<file path="config.mk">
export PLATFORM = sky130hd
export DESIGN_NAME = sdram_bank_fsm
export DESIGN_NICKNAME = d
export VERILOG_FILES = /design/src/rtl/sdram_bank_pkg.sv /design/src/rtl/sdram_cmd_decode.sv /design/src/rtl/sdram_bank_fsm.sv
export SDC_FILE = /design/constraint.sdc
export NUM_CORES = 1
export LEC_CHECK = 0
export BUFFER_PORTS_ARGS = -buffer_cell sky130_fd_sc_hd__buf_4
export CAP_MARGIN = 20
export CORE_MARGIN = 3
export CORE_UTILIZATION = 30
export CTS_BUF_LIST = sky130_fd_sc_hd__clkbuf_16
export DETAILED_ROUTE_END_ITERATION = 6
export PLACE_DENSITY = 0.44
export SYNTH_ARGS = -nofsm -noshare
export SYNTH_HDL_FRONTEND = slang
export SYNTH_SLANG_ARGS = --single-unit
export TNS_END_PERCENT = 10
</file>
<file path="constraint.sdc">
create_clock -name sys_clk -period 4.82 [get_ports sys_clk]
set_clock_uncertainty 0.1 [all_clocks]
set_input_delay 0.964 -clock sys_clk [delete_from_list [all_inputs] [get_ports sys_clk]]
set_output_delay 0.964 -clock sys_clk [all_outputs]
set_load 0.005 [all_outputs]
</file>
<file path="src/rtl/sdram_bank_pkg.sv">
// Constants, commands and states of the per-bank command state machine.
// Assumes command pins are sampled on the rising edge of one system clock.
`default_nettype none
package sdram_bank_pkg;
  typedef enum logic [3:0] {
    device_deselect_cmd, no_operation_cmd, burst_stop_cmd, column_read_cmd,
    read_autoprecharge_cmd, column_write_cmd, write_autoprecharge_cmd,
    bank_activate_cmd, bank_precharge_cmd, all_bank_precharge_cmd,
    refresh_cmd, mode_register_load_cmd
  } cmd_t;

  typedef enum logic [3:0] {
    st_idle           = 4'h0,
    st_row_active     = 4'h1,
    st_burst_read     = 4'h3,
    st_read_autopre   = 4'h2,
    st_row_precharge  = 4'h6,
    st_burst_write    = 4'h5,
    st_write_recovery = 4'h4,
    st_power_down     = 4'h8,
    st_self_refresh   = 4'hc
  } bank_state_t;

  // Pin vector layout after the synchroniser
  localparam int PIN_W       = 17;
  localparam int PIN_CKE     = 16;
  localparam int PIN_CS_N    = 15;
  localparam int PIN_RAS_N   = 14;
  localparam int PIN_CAS_N   = 13;
  localparam int PIN_WE_N    = 12;
  localparam int PIN_BANK    = 11;
  localparam int PIN_A10     = 10;
  localparam int ROW_W       = 11;
  localparam int COL_W       = 8;

  // Operating code fields
  localparam int OP_BL_LSB   = 0;
  localparam int OP_CL_LSB   = 4;
  localparam logic [2:0] BL_FULL_PAGE = 3'h7;
  localparam logic [2:0] BL_RESET     = 3'h0;
  localparam logic [2:0] CL_RESET     = 3'h2;
  localparam logic [2:0] CL_THREE     = 3'h3;

  // Transient state lengths in cycles
  localparam logic [3:0] PRECHARGE_CYCLES = 4'h2;
  localparam logic [3:0] RECOVERY_CYCLES  = 4'h1;

  // Beats of a burst for a length code
  function automatic logic [8:0] burst_beats(input logic [2:0] code);
    case (code)
      3'h1:    burst_beats = 9'h002;
      3'h2:    burst_beats = 9'h004;
      3'h3:    burst_beats = 9'h008;
      3'h7:    burst_beats = 9'h100;
      default: burst_beats = 9'h001;
    endcase
  endfunction : burst_beats
endpackage : sdram_bank_pkg
`default_nettype wire

</file>
<file path="src/rtl/sdram_cmd_decode.sv">
// Decoder from the four command strobes and A10 to a command code.
// Assumes the strobes are already synchronised to the system clock.
`timescale 1ns/1ps
`default_nettype none
module sdram_cmd_decode (
  // Command strobes
  input  wire logic                 cs_n,
  input  wire logic                 ras_n,
  input  wire logic                 cas_n,
  input  wire logic                 we_n,
  input  wire logic                 a10,
  // Decoded command
  output sdram_bank_pkg::cmd_t      cmd
);
  import sdram_bank_pkg::*;

  always_comb begin
    if (cs_n) begin
      cmd = device_deselect_cmd;
    end else begin
      case ({ras_n, cas_n, we_n})
        3'h7:    cmd = no_operation_cmd;
        3'h6:    cmd = burst_stop_cmd;
        3'h5:    cmd = a10 ? read_autoprecharge_cmd : column_read_cmd;
        3'h4:    cmd = a10 ? write_autoprecharge_cmd : column_write_cmd;
        3'h3:    cmd = bank_activate_cmd;
        3'h2:    cmd = a10 ? all_bank_precharge_cmd : bank_precharge_cmd;
        3'h1:    cmd = refresh_cmd;
        default: cmd = mode_register_load_cmd;
      endcase
    end
  end
endmodule : sdram_cmd_decode
`default_nettype wire

</file>
<file path="src/rtl/sdram_bank_fsm.sv">
// Command state machine of one bank of a two-bank synchronous DRAM.
// Assumes the controller keeps its own ordering obligations.
`timescale 1ns/1ps
`default_nettype none
module sdram_bank_fsm #(
  parameter logic BANK_ID = 1'b0
) (
  // Clock and reset
  input  wire logic                       sys_clk,
  input  wire logic                       nrst,
  // Command pins
  input  wire logic                       cke,
  input  wire logic                       cs_n,
  input  wire logic                       ras_n,
  input  wire logic                       cas_n,
  input  wire logic                       we_n,
  input  wire logic                       bank_sel,
  input  wire logic [10:0]                addr,
  // Bank status
  output sdram_bank_pkg::bank_state_t     state,
  output logic [10:0]                     open_row,
  output logic [7:0]                      burst_col,
  output logic [2:0]                      burst_len_code,
  output logic [2:0]                      cas_latency,
  // Data path control
  output logic                            dq_out_en,
  output logic                            write_beat,
  // Events
  output logic                            illegal_cmd,
  output logic                            refresh_pulse
);
  import sdram_bank_pkg::*;

  logic [PIN_W-1:0] pin_meta;
  logic [PIN_W-1:0] pin_q;
  logic             cke_prev;
  cmd_t             cmd;
  logic [8:0]       burst_left;
  logic             full_page;
  logic             write_autopre;
  logic [3:0]       wait_cnt;
  logic [2:0]       rd_pipe;

  // Two-stage synchroniser on all pins
  always_ff @(posedge sys_clk or negedge nrst) begin
    if (!nrst) begin
      pin_meta <= '0;
      pin_q    <= '0;
    end else begin
      pin_meta <= {cke, cs_n, ras_n, cas_n, we_n, bank_sel, addr};
      pin_q    <= pin_meta;
    end
  end

  sdram_cmd_decode u_decode (
    .cs_n  (pin_q[PIN_CS_N]),
    .ras_n (pin_q[PIN_RAS_N]),
    .cas_n (pin_q[PIN_CAS_N]),
    .we_n  (pin_q[PIN_WE_N]),
    .a10   (pin_q[PIN_A10]),
    .cmd   (cmd)
  );

  always_ff @(posedge sys_clk or negedge nrst) begin
    if (!nrst) begin
      cke_prev <= 1'b0;
    end else begin
      cke_prev <= pin_q[PIN_CKE];
    end
  end

  logic cke_now;
  logic live;
  logic hit;
  logic quiet;
  logic stop_cmd;
  logic rd_cmd;
  logic wr_cmd;
  logic pre_cmd;
  logic act_cmd;
  logic ref_cmd;
  logic mrs_cmd;
  logic last_beat;
  logic wait_done;
  logic reading;
  logic start_burst;
  logic [7:0] col_addr;

  assign cke_now   = pin_q[PIN_CKE];
  // Commands count only with clock enable high the cycle before
  assign live      = cke_prev;
  assign hit       = (pin_q[PIN_BANK] == BANK_ID);
  assign col_addr  = pin_q[COL_W-1:0];
  assign quiet     = live && (cmd == device_deselect_cmd || cmd == no_operation_cmd);
  assign stop_cmd  = live && (cmd == burst_stop_cmd);
  assign rd_cmd    = live && hit && (cmd == column_read_cmd || cmd == read_autoprecharge_cmd);
  assign wr_cmd    = live && hit &&
                     (cmd == column_write_cmd || cmd == write_autoprecharge_cmd);
  assign pre_cmd   = live && ((hit && cmd == bank_precharge_cmd) ||
                     cmd == all_bank_precharge_cmd);
  assign act_cmd   = live && hit && (cmd == bank_activate_cmd);
  assign ref_cmd   = live && (cmd == refresh_cmd);
  assign mrs_cmd   = live && (cmd == mode_register_load_cmd);
  assign last_beat = (burst_left == 9'h000) && !full_page;
  assign wait_done = wait_cnt == ((state == st_row_precharge) ? PRECHARGE_CYCLES - 4'h1 :
                     RECOVERY_CYCLES - 4'h1);
  assign reading   = state == st_burst_read || state == st_read_autopre;
  assign start_burst = (rd_cmd || wr_cmd) && (state == st_row_active ||
                       state == st_burst_read || state == st_burst_write ||
                       state == st_write_recovery);
  assign write_beat = live && state == st_burst_write;

  // Bank state
  always_ff @(posedge sys_clk or negedge nrst) begin
    if (!nrst) begin
      state <= st_idle;
    end else begin
      case (state)
        st_idle: begin
          if ((quiet || stop_cmd) && !cke_now) begin
            state <= st_power_down;
          end else if (ref_cmd && !cke_now) begin
            state <= st_self_refresh;
          end else if (act_cmd) begin
            state <= st_row_active;
          end
        end
        st_power_down, st_self_refresh: begin
          if (cke_now) begin
            state <= st_idle;
          end
        end
        st_row_active: begin
          if (rd_cmd) begin
            state <= pin_q[PIN_A10] ? st_read_autopre : st_burst_read;
          end else if (wr_cmd) begin
            state <= st_burst_write;
          end else if (pre_cmd) begin
            state <= st_row_precharge;
          end
        end
        st_burst_read, st_burst_write, st_write_recovery: begin
          if (rd_cmd) begin
            state <= pin_q[PIN_A10] ? st_read_autopre : st_burst_read;
          end else if (wr_cmd) begin
            state <= st_burst_write;
          end else if (state == st_write_recovery) begin
            if (live && wait_done) begin
              state <= write_autopre ? st_row_precharge : st_row_active;
            end
          end else if (pre_cmd) begin
            state <= st_row_precharge;
          end else if (stop_cmd) begin
            state <= st_row_active;
          end else if (live && last_beat) begin
            state <= (state == st_burst_read) ? st_row_active :
                     st_write_recovery;
          end
        end
        st_read_autopre: begin
          if (live && last_beat) begin
            state <= st_row_precharge;
          end
        end
        st_row_precharge: begin
          if (live && wait_done) begin
            state <= st_idle;
          end
        end
        default: state <= st_idle;
      endcase
    end
  end

  // Open row and mode register
  always_ff @(posedge sys_clk or negedge nrst) begin
    if (!nrst) begin
      open_row       <= '0;
      burst_len_code <= BL_RESET;
      cas_latency    <= CL_RESET;
    end else begin
      if (state == st_idle && act_cmd) begin
        open_row <= pin_q[ROW_W-1:0];
      end
      if (state == st_idle && mrs_cmd) begin
        burst_len_code <= pin_q[OP_BL_LSB +: 3];
        cas_latency    <= pin_q[OP_CL_LSB +: 3];
      end
    end
  end

  // Burst beat counter and column
  always_ff @(posedge sys_clk or negedge nrst) begin
    if (!nrst) begin
      burst_left    <= '0;
      burst_col     <= '0;
      full_page     <= 1'b0;
      write_autopre <= 1'b0;
    end else if (start_burst) begin
      burst_left    <= burst_beats(burst_len_code) - 9'h001;
      burst_col     <= col_addr;
      full_page     <= burst_len_code == BL_FULL_PAGE;
      write_autopre <= cmd == write_autoprecharge_cmd;
    end else if (live && (reading || state == st_burst_write)) begin
      burst_col <= burst_col + 8'h01;
      if (!full_page && burst_left != 9'h000) begin
        burst_left <= burst_left - 9'h001;
      end
    end
  end

  // Precharge and recovery timer
  always_ff @(posedge sys_clk or negedge nrst) begin
    if (!nrst) begin
      wait_cnt <= '0;
    end else if ((state == st_row_precharge || state == st_write_recovery) && live
                 && !start_burst) begin
      wait_cnt <= wait_done ? 4'h0 : wait_cnt + 4'h1;
    end else if (live) begin
      wait_cnt <= '0;
    end
  end

  // Read output window delayed by CAS latency
  always_ff @(posedge sys_clk or negedge nrst) begin
    if (!nrst) begin
      rd_pipe   <= '0;
      dq_out_en <= 1'b0;
    end else if (live) begin
      rd_pipe   <= {rd_pipe[1:0], reading};
      dq_out_en <= (cas_latency == CL_THREE) ? rd_pipe[1] : rd_pipe[0];
    end
  end

  // Illegal command and refresh events
  always_ff @(posedge sys_clk or negedge nrst) begin
    if (!nrst) begin
      illegal_cmd   <= 1'b0;
      refresh_pulse <= 1'b0;
    end else begin
      refresh_pulse <= state == st_idle && ref_cmd && cke_now;
      case (state)
        st_idle:         illegal_cmd <= rd_cmd || wr_cmd;
        st_row_active, st_burst_read, st_burst_write, st_write_recovery:
          illegal_cmd <= act_cmd || ref_cmd || mrs_cmd;
        st_read_autopre: illegal_cmd <= live && !quiet;
        default:         illegal_cmd <= 1'b0;
      endcase
    end
  end
endmodule : sdram_bank_fsm
`default_nettype wire

</file>
==> out/metrics.csv, run 1 <==
stage,metric,value,unit
route,vias_per_cell,4.906,
outcome,status,"complete, no violations",
route,drt_pass1_iterations,4,
logic_synthesis,synthFlopType,dfrtp_1,
pwr,power_density,502.2,nW/um2
route,wl,7.936,mm
logic_synthesis,ys_async_sr_fraction,1.000,
route,wl_per_cell,15.23,um
place,io_buffers,51,
grt,grt_pass1_vias,2586,
logic_synthesis,synth_cell_type_count,55,
timing,maxSlewHeadroom,0.4214,
worst_setup_path,crit_chain,"nand2b_1, a2111o_1, a21oi_1, ha_1, nand2_1, or3_1, xor2_1, o21ai_1",
clocking,htreeDepth,3,
worst_setup_path,timing.reg2reg.setup_slack,1.79,ns
logic_synthesis,ys_ff_latch,84,
worst_setup_path,max_stage_delay,0.68,ns
cells_and_area,nets,395,
timing,slew_violations,0,
timing,worstMarginPinSlew,0.8641,ns
clocking,cts-resized-gates,0,
die,coreArea,11610,um2
clocking,ctsHoldBuffers,0,
worst_setup_path,path_delay_family,compound AO/OA/AOI/OAI gates,
logic_synthesis,synth_area,3627,um2
worst_setup_path,slowest_stage,a2111o_1,
hold_path,hold_path_class,reg2reg,
place,gp_congestion,0.8284,
clocking,cts_tree,yes,
timing,fmaxAchievable,329.9,MHz
worst_setup_path,r2r_cells,8,
route,drc,0,
worst_setup_path,endpoint_kind,flip-flop,
die,die_w,116.0,um
cells_and_area,fin_cells,521,
die,die_area,13450,um2
grt,grt_usage,0.1272,
logic_synthesis,avgSynthCellArea,11.20,um2
cells_and_area,antenna_cells,0,
worst_setup_path,crit_end,burst_left[6]$_DFFE_PN0P_,
die,placementRows,39,
grt,grt_max_degree,54,
clocking,cts_buffer_depth,2,
grt,grt_first_pass_wirelength,13.32,mm
place,dpl.cell_count,505,
die,dieHeight,116.0,um
worst_setup_path,cp_num_buf_inv,0,
worst_setup_path,cp-start-kind,flip-flop,
worst_setup_path,crit_fanout,19,
route,antenna_left,0,
die,num_io_pins,52,
logic_synthesis,synth_warnings,0,
clocking,cts_buffers,9,
cells_and_area,nFillCells,1157,
timing,timing.setup.tns,0,ns
route,drt_iter0_markers,100,
clocking,root_buffer,clkbuf_16,
route,vias,2556,
pwr,ir_drop,190.7,uV
logic_synthesis,synthCells,324,
cells_and_area,drive_gt1_frac,0.2407,
worst_setup_path,worstReg2RegStart,cke_prev$_DFF_PN0_,
place,hpwlAfterDp,5.503,mm
clocking,postCtsSetupBuffers,0,
timing,period_share,0.6289,
cells_and_area,area_growth,22.04,%
worst_setup_path,crit_start,cke_prev$_DFF_PN0_,
pwr,power,0.002223,W
timing,finalSetupViolations,0,
cells_and_area,final_common_cell,dfrtp_1,
cells_and_area,layout_common_cells,"dfrtp_1, buf_4, nor2_1, nand2_1, mux2_2",
clocking,clk_pin_slew,0.06,ns
clocking,clk_latency,0.33,ns
clocking,cts_sinks,84,
grt,grt_overflow,0,
logic_synthesis,seq_area_frac_synth,0.5799,
worst_setup_path,path_class,reg2reg,
worst_setup_path,cp_data_arrival_time,3.12,ns
timing,hold_viol_final,0,
grt,grt_antenna_before_repair,0,
worst_setup_path,crit_cells,8,
pwr,p_leak,2.015,nW
worst_setup_path,critPathRequiredTime,4.91,ns
timing,rsz0062_at_grt,no,
die,start_util,0.3123,
logic_synthesis,synthesis.nets,346,
worst_setup_path,r2r_end,burst_left[6]$_DFFE_PN0P_,
timing,min_period,3.031,ns
job,maxCapViolCount,0,
logic_synthesis,synth_edf_count,0,
[worst min path at each step]
| stage | cells past startpoint | startpoint | end |
|---|---|---|---|
| floorplan | 0 | pin_meta[0]$_DFF_PN0_ | pin_q[0]$_DFF_PN0_ |
| global placement | 0 | pin_meta[1]$_DFF_PN0_ | pin_q[1]$_DFF_PN0_ |
| detailed placement | 0 | pin_meta[5]$_DFF_PN0_ | pin_q[5]$_DFF_PN0_ |
| CTS | 0 | pin_meta[5]$_DFF_PN0_ | pin_q[5]$_DFF_PN0_ |
| global route | 0 | pin_meta[15]$_DFF_PN0_ | pin_q[15]$_DFF_PN0_ |
| finish | 0 | pin_meta[1]$_DFF_PN0_ | pin_q[1]$_DFF_PN0_ |
[cell families after synthesis]
| group | share of synthesized area |
|---|---|
| AOI/OAI and AO/OA | 0.1118 |
| xor gates and xnor gates | 0.03139 |
| adders and majority gates | 0.01035 |
| buffers and inverters | 0.02725 |
| DFF | 0.5799 |
| muxes | 0.07278 |
| and+or+nand+nor | 0.1666 |
[state kept, by name, summed over array words and instances, names as in the netlist, 2 cells and up]
| signal | cells |
|---|---|
| wait_cnt | 4 |
| burst_len_code | 3 |
| open_row | 11 |
| cas_latency | 3 |
| burst_left | 9 |
| state | 4 |
| pin_q | 17 |
| rd_pipe | 2 |
| pin_meta | 17 |
| burst_col | 8 |
[layout make-up]
cell class,instances,area [um2],area share
clock buffer,9,225.2,0.05088
clock inverter,7,66.31,0.01498
inverter,10,37.54,0.008479
multi-input combinational,216,1425,0.3219
sequential,84,2103,0.4751
tap,143,178.9,0.04042
timing repair buffer,52,390.4,0.08819
[routing by layer]
layer / track usage / up-vias / part of all wire
li1: - / 1245 / -
met1: 0.1746 / 1252 / 0.49
met2: 0.1910 / 50 / 0.45
met3: 0.03812 / 9 / 0.053
met4: 0.04640 / 0 / 0.014
met5: 0 / - / 0
[through the flow]
stage | setup slack, ns | hold slack, ns | instance area (um2) | util
2_1_floorplan | 2.110 | 0.2312 | 3627 | -
3_3_place_gp | 1.818 | 0.2318 | 4135 | 0.3561
3_5_place_dp | 1.782 | 0.2364 | 4135 | 0.3561
4_1_cts | 1.764 | 0.2506 | 4427 | 0.3812
5_1_grt | 1.453 | 0.2522 | 4427 | 0.3812
6_report | 1.789 | 0.2475 | 4427 | 0.3812
[power breakdown]
part | internal [W] | switching, W | leakage [nW]
Combinational | 0.000291 | 0.000274 | 0.832
Sequential | 0.000829 | 0.000150 | 1.05
Clock | 0.000399 | 0.000281 | 0.137
[cells in the mapped netlist (2+ instances only)]
cell      count  area [um2]
ha_1          3       37.54
o31ai_1       2       15.01
xor2_1        9       78.83
dfrtp_1      83        2077
mux2_2       18       202.7
nand2_1      24       90.09
clkbuf_1     12       45.04
nor2b_1       4       25.02
a211oi_1      4       30.03
nor3_1        9       45.04
and3_1        3       18.77
and3b_1       2       17.52
a2111o_1      2       22.52
and2_1        2       12.51
a21oi_1      11       55.05
a22o_1        2       17.52
mux2i_1       5       50.05
nor3b_1       5       37.54
nor2_1       27       101.4
or4_1         3       22.52
o211ai_1      4       30.03
or3_1         6       37.54
a31oi_1       3       18.77
inv_1        10       37.54
nand2b_1     10       62.56
nand3_1      11       55.05
xnor2_1       4       35.03
or2_2         2       12.51
a311oi_1      3       26.28
o21ai_0      16       80.08
[worst register-to-register path, cell delays in order, from the launching register on]
cell	delay [ns]
dfrtp_1	0.67
nand2b_1	0.27
a2111o_1	0.68
a21oi_1	0.27
ha_1	0.30
nand2_1	0.07
or3_1	0.32
xor2_1	0.13
o21ai_1	0.07
Note: power is estimated with default switching activity, not from simulation.
==> run 2, diff against run 1 <==
- clock period: 4.82 -> 2.9 ns (I/O delays scaled with it)
==> run 2 against run 1 <==
Effect of this change:
- total power rose by 63%
- sequential share of layout area fell by 0.58 points
- critical path depth did not move
- via count rose by 0.59%
- largest cell class unchanged
==> out/metrics.csv, run 2 (same netlist as run 1, synthesis figures left out) <==
stage,metric,value,unit,change
timing,slew_violations,0,,unchanged
clocking,htreeDepth,3,,unchanged
cells_and_area,area_growth,23.56,%,
cells_and_area,final_common_cell,dfrtp_1,,
clocking,cts_tree,yes,,
clocking,clk_pin_slew,0.06,ns,about the same
worst_setup_path,crit_end,burst_left[6]$_DFFE_PN0P_,,
grt,grt_overflow,0,,unchanged
grt,grt_first_pass_wirelength,13.58,mm,+2.0%
die,start_util,0.3123,,unchanged
route,antenna_left,0,,unchanged
pwr,p_switching,0.001171,W,+66%
route,drt_iter0_markers,93,,-7.0%
worst_setup_path,cp_num_buf_inv,0,,unchanged
worst_setup_path,max_stage_delay,0.45,ns,-0.23 ns
worst_setup_path,crit_start,pin_q[13]$_DFF_PN0_,,
worst_setup_path,slowest_stage,dfrtp_1,,
grt,grt_max_degree,38,,-30%
die,placementRows,39,,unchanged
place,io_buffers,51,,unchanged
pwr,ir_drop,302.8,uV,+59%
worst_setup_path,cp_data_arrival_time,2.81,ns,-0.31 ns
clocking,cts_sinks,84,,unchanged
pwr,p_leak,2.055,nW,+2.0%
place,hpwlAfterDp,5.813,mm,+5.6%
route,drc,0,,unchanged
timing,period_share,0.9303,,+0.3015
worst_setup_path,r2r_cells,8,,unchanged
die,num_io_pins,52,,unchanged
cells_and_area,drive_gt1_frac,0.2591,,+0.01833
cells_and_area,nets,403,,+2.0%
clocking,clk_latency,0.33,ns,about the same
timing,fmaxAchievable,370.6,MHz,+12%
worst_setup_path,path_delay_family,simple AND/OR/NAND/NOR gates,,
pwr,p_seq_frac,0.438,,-0.002
worst_setup_path,crit_cells,8,,unchanged
worst_setup_path,r2r_end,burst_left[6]$_DFFE_PN0P_,,
die,die_area,13450,um2,unchanged
timing,hold_ws,0.02680,ns,-0.2207 ns
cells_and_area,antenna_cells,0,,unchanged
worst_setup_path,timing.reg2reg.setup_slack,0.20,ns,-1.59 ns
job,maxCapViolCount,0,,unchanged
pwr,pwr-share-clk,0.284,,-0.022
pwr,switching_share,0.3221,,+0.005168
pwr,power.internal,0.002464,W,+62%
route,vias,2571,,+0.59%
timing,rsz0062_at_grt,no,,
clocking,cts_buffer_depth,2,,unchanged
grt,grt_pass1_vias,2654,,+2.6%
route,drt_pass1_iterations,4,,unchanged
timing,finalSetupViolations,0,,unchanged
worst_setup_path,cp-start-kind,flip-flop,,
timing,worstMarginPinSlew,0.5052,ns,-0.3589 ns
die,coreArea,11610,um2,unchanged
worst_setup_path,endpoint_kind,flip-flop,,
cells_and_area,top_regs,"pin_meta x17, pin_q x17, open_row x11",,
route,vias_per_cell,4.860,,-0.93%
grt,grt_antenna_before_repair,0,,unchanged
pwr,power,0.003634,W,+63%
timing,hold_viol_final,0,,unchanged
worst_setup_path,critPathRequiredTime,3.01,ns,-1.90 ns
pwr,power_density,810.9,nW/um2,+61%
die,dieHeight,116.0,um,unchanged
timing,maxSlewHeadroom,0.6625,,+0.2411
hold_path,hold_path_class,in2async,,
die,die_w,116.0,um,unchanged
worst_setup_path,worstReg2RegStart,pin_q[13]$_DFF_PN0_,,
route,wl_per_cell,14.99,um,-1.6%
grt,grt_usage,0.1306,,+0.003425
clocking,postCtsSetupBuffers,0,,unchanged
outcome,status,"complete, no violations",,
cells_and_area,layout_common_cells,"dfrtp_1, buf_4, nor2_1, nand2_1, mux2_2",,
clocking,root_buffer,clkbuf_16,,
worst_setup_path,crit_chain,"or3b_4, a2111o_1, a21oi_1, ha_1, nand2_1, or3_1, xor2_1, o21ai_1",,
pwr,combPwrFrac,0.277,,+0.023
place,gp_congestion,0.8154,,-1.6%
worst_setup_path,path_class,reg2reg,,
timing,min_period,2.698,ns,-0.3332 ns
worst_setup_path,crit_fanout,8,,-11
route,wl,7.931,mm,about the same
timing,timing.setup.tns,0,ns,unchanged
clocking,cts_buffers,9,,unchanged
==> run 2: changes by cell type in the layout (fill, tap and decap cells not counted) <==
cell	previous run	this run
bufinv_16	1	0
nor4b_1	1	0
clkinv_4	0	1
inv_1	10	11
clkinv_1	2	1
buf_12	0	1
nor4b_2	0	1
buf_4	52	59
clkinvlp_4	2	1
clkinv_2	1	2
==> run 2: worst min path at each step <==
stage,start,endpoint,slack (ns),cells past startpoint
after floorplan,nrst,burst_col[0]$_DFFE_PN0P_,0.18,0
after global placement,pin_meta[3]$_DFF_PN0_,pin_q[3]$_DFF_PN0_,0.23,0
after detailed placement,pin_meta[12]$_DFF_PN0_,pin_q[12]$_DFF_PN0_,0.23,0
after CTS,nrst,pin_q[8]$_DFF_PN0_,0.03,1
after global routing,nrst,pin_meta[13]$_DFF_PN0_,0.05,1
final,nrst,pin_q[8]$_DFF_PN0_,0.03,1
==> run 2: power groups by stage <==
| stage | Combinational [W] | Clock [W] | Sequential, W |
|---|---|---|---|
| 4_1_cts | 0.00102 | 0.00107 | 0.00160 |
| 3_5_place_dp | 0.00102 | 0 | 0.00162 |
| 6_report | 0.00101 | 0.00103 | 0.00159 |
| 5_1_grt | 0.00115 | 0.00112 | 0.00164 |
| 2_1_floorplan | 0.000626 | 0 | 0.00156 |
| 3_3_place_gp | 0.00102 | 0 | 0.00161 |
==> run 2: layout make-up <==
| class | instances | area [um2] |
|---|---|---|
| fillers | 1151 | 7132 |
| repair buffers | 60 | 462.9 |
| well taps | 143 | 178.9 |
| inverters | 10 | 37.54 |
| clock inverters | 7 | 42.54 |
| clock buffers | 9 | 225.2 |
| flip-flops and latches | 84 | 2103 |
| multi-input cells | 216 | 1431 |
==> run 2: metrics by stage <==
| step | area, um2 | utilization | cells | setup WS (ns) |
|---|---|---|---|---|
| after CTS | 4476 | 0.3854 | 529 | 0.1940 |
| after floorplan | 3627 | - | 324 | 0.1905 |
| after detailed placement | 4208 | 0.3623 | 513 | 0.2102 |
| final | 4482 | 0.3859 | 529 | 0.2020 |
| after global placement | 4208 | 0.3623 | 513 | 0.2829 |
| after global routing | 4482 | 0.3859 | 529 | 0.003492 |
==> run 2: timing repair <==
item,CTS,global route
hold buffers,0,0
setup endpoints to repair,0,1
resized for setup,0,1
hold endpoints to repair,0,0
==> run 2: worst register-to-register path, stage by stage (launching register included) <==
cell and delay, ns:
dfrtp_1 0.45, or3b_4 0.45, a2111o_1 0.44, a21oi_1 0.21
ha_1 0.30, nand2_1 0.07, or3_1 0.32, xor2_1 0.16
o21ai_1 0.07
==> run 2: layer usage <==
layer | part of all wire | global-route usage | wire [um]
met1 | 0.49 | 0.1891 | 3849
met4 | 0.017 | 0.06265 | 131
met3 | 0.057 | 0.03290 | 449
met5 | 0 | 0 | 0
met2 | 0.44 | 0.1822 | 3500
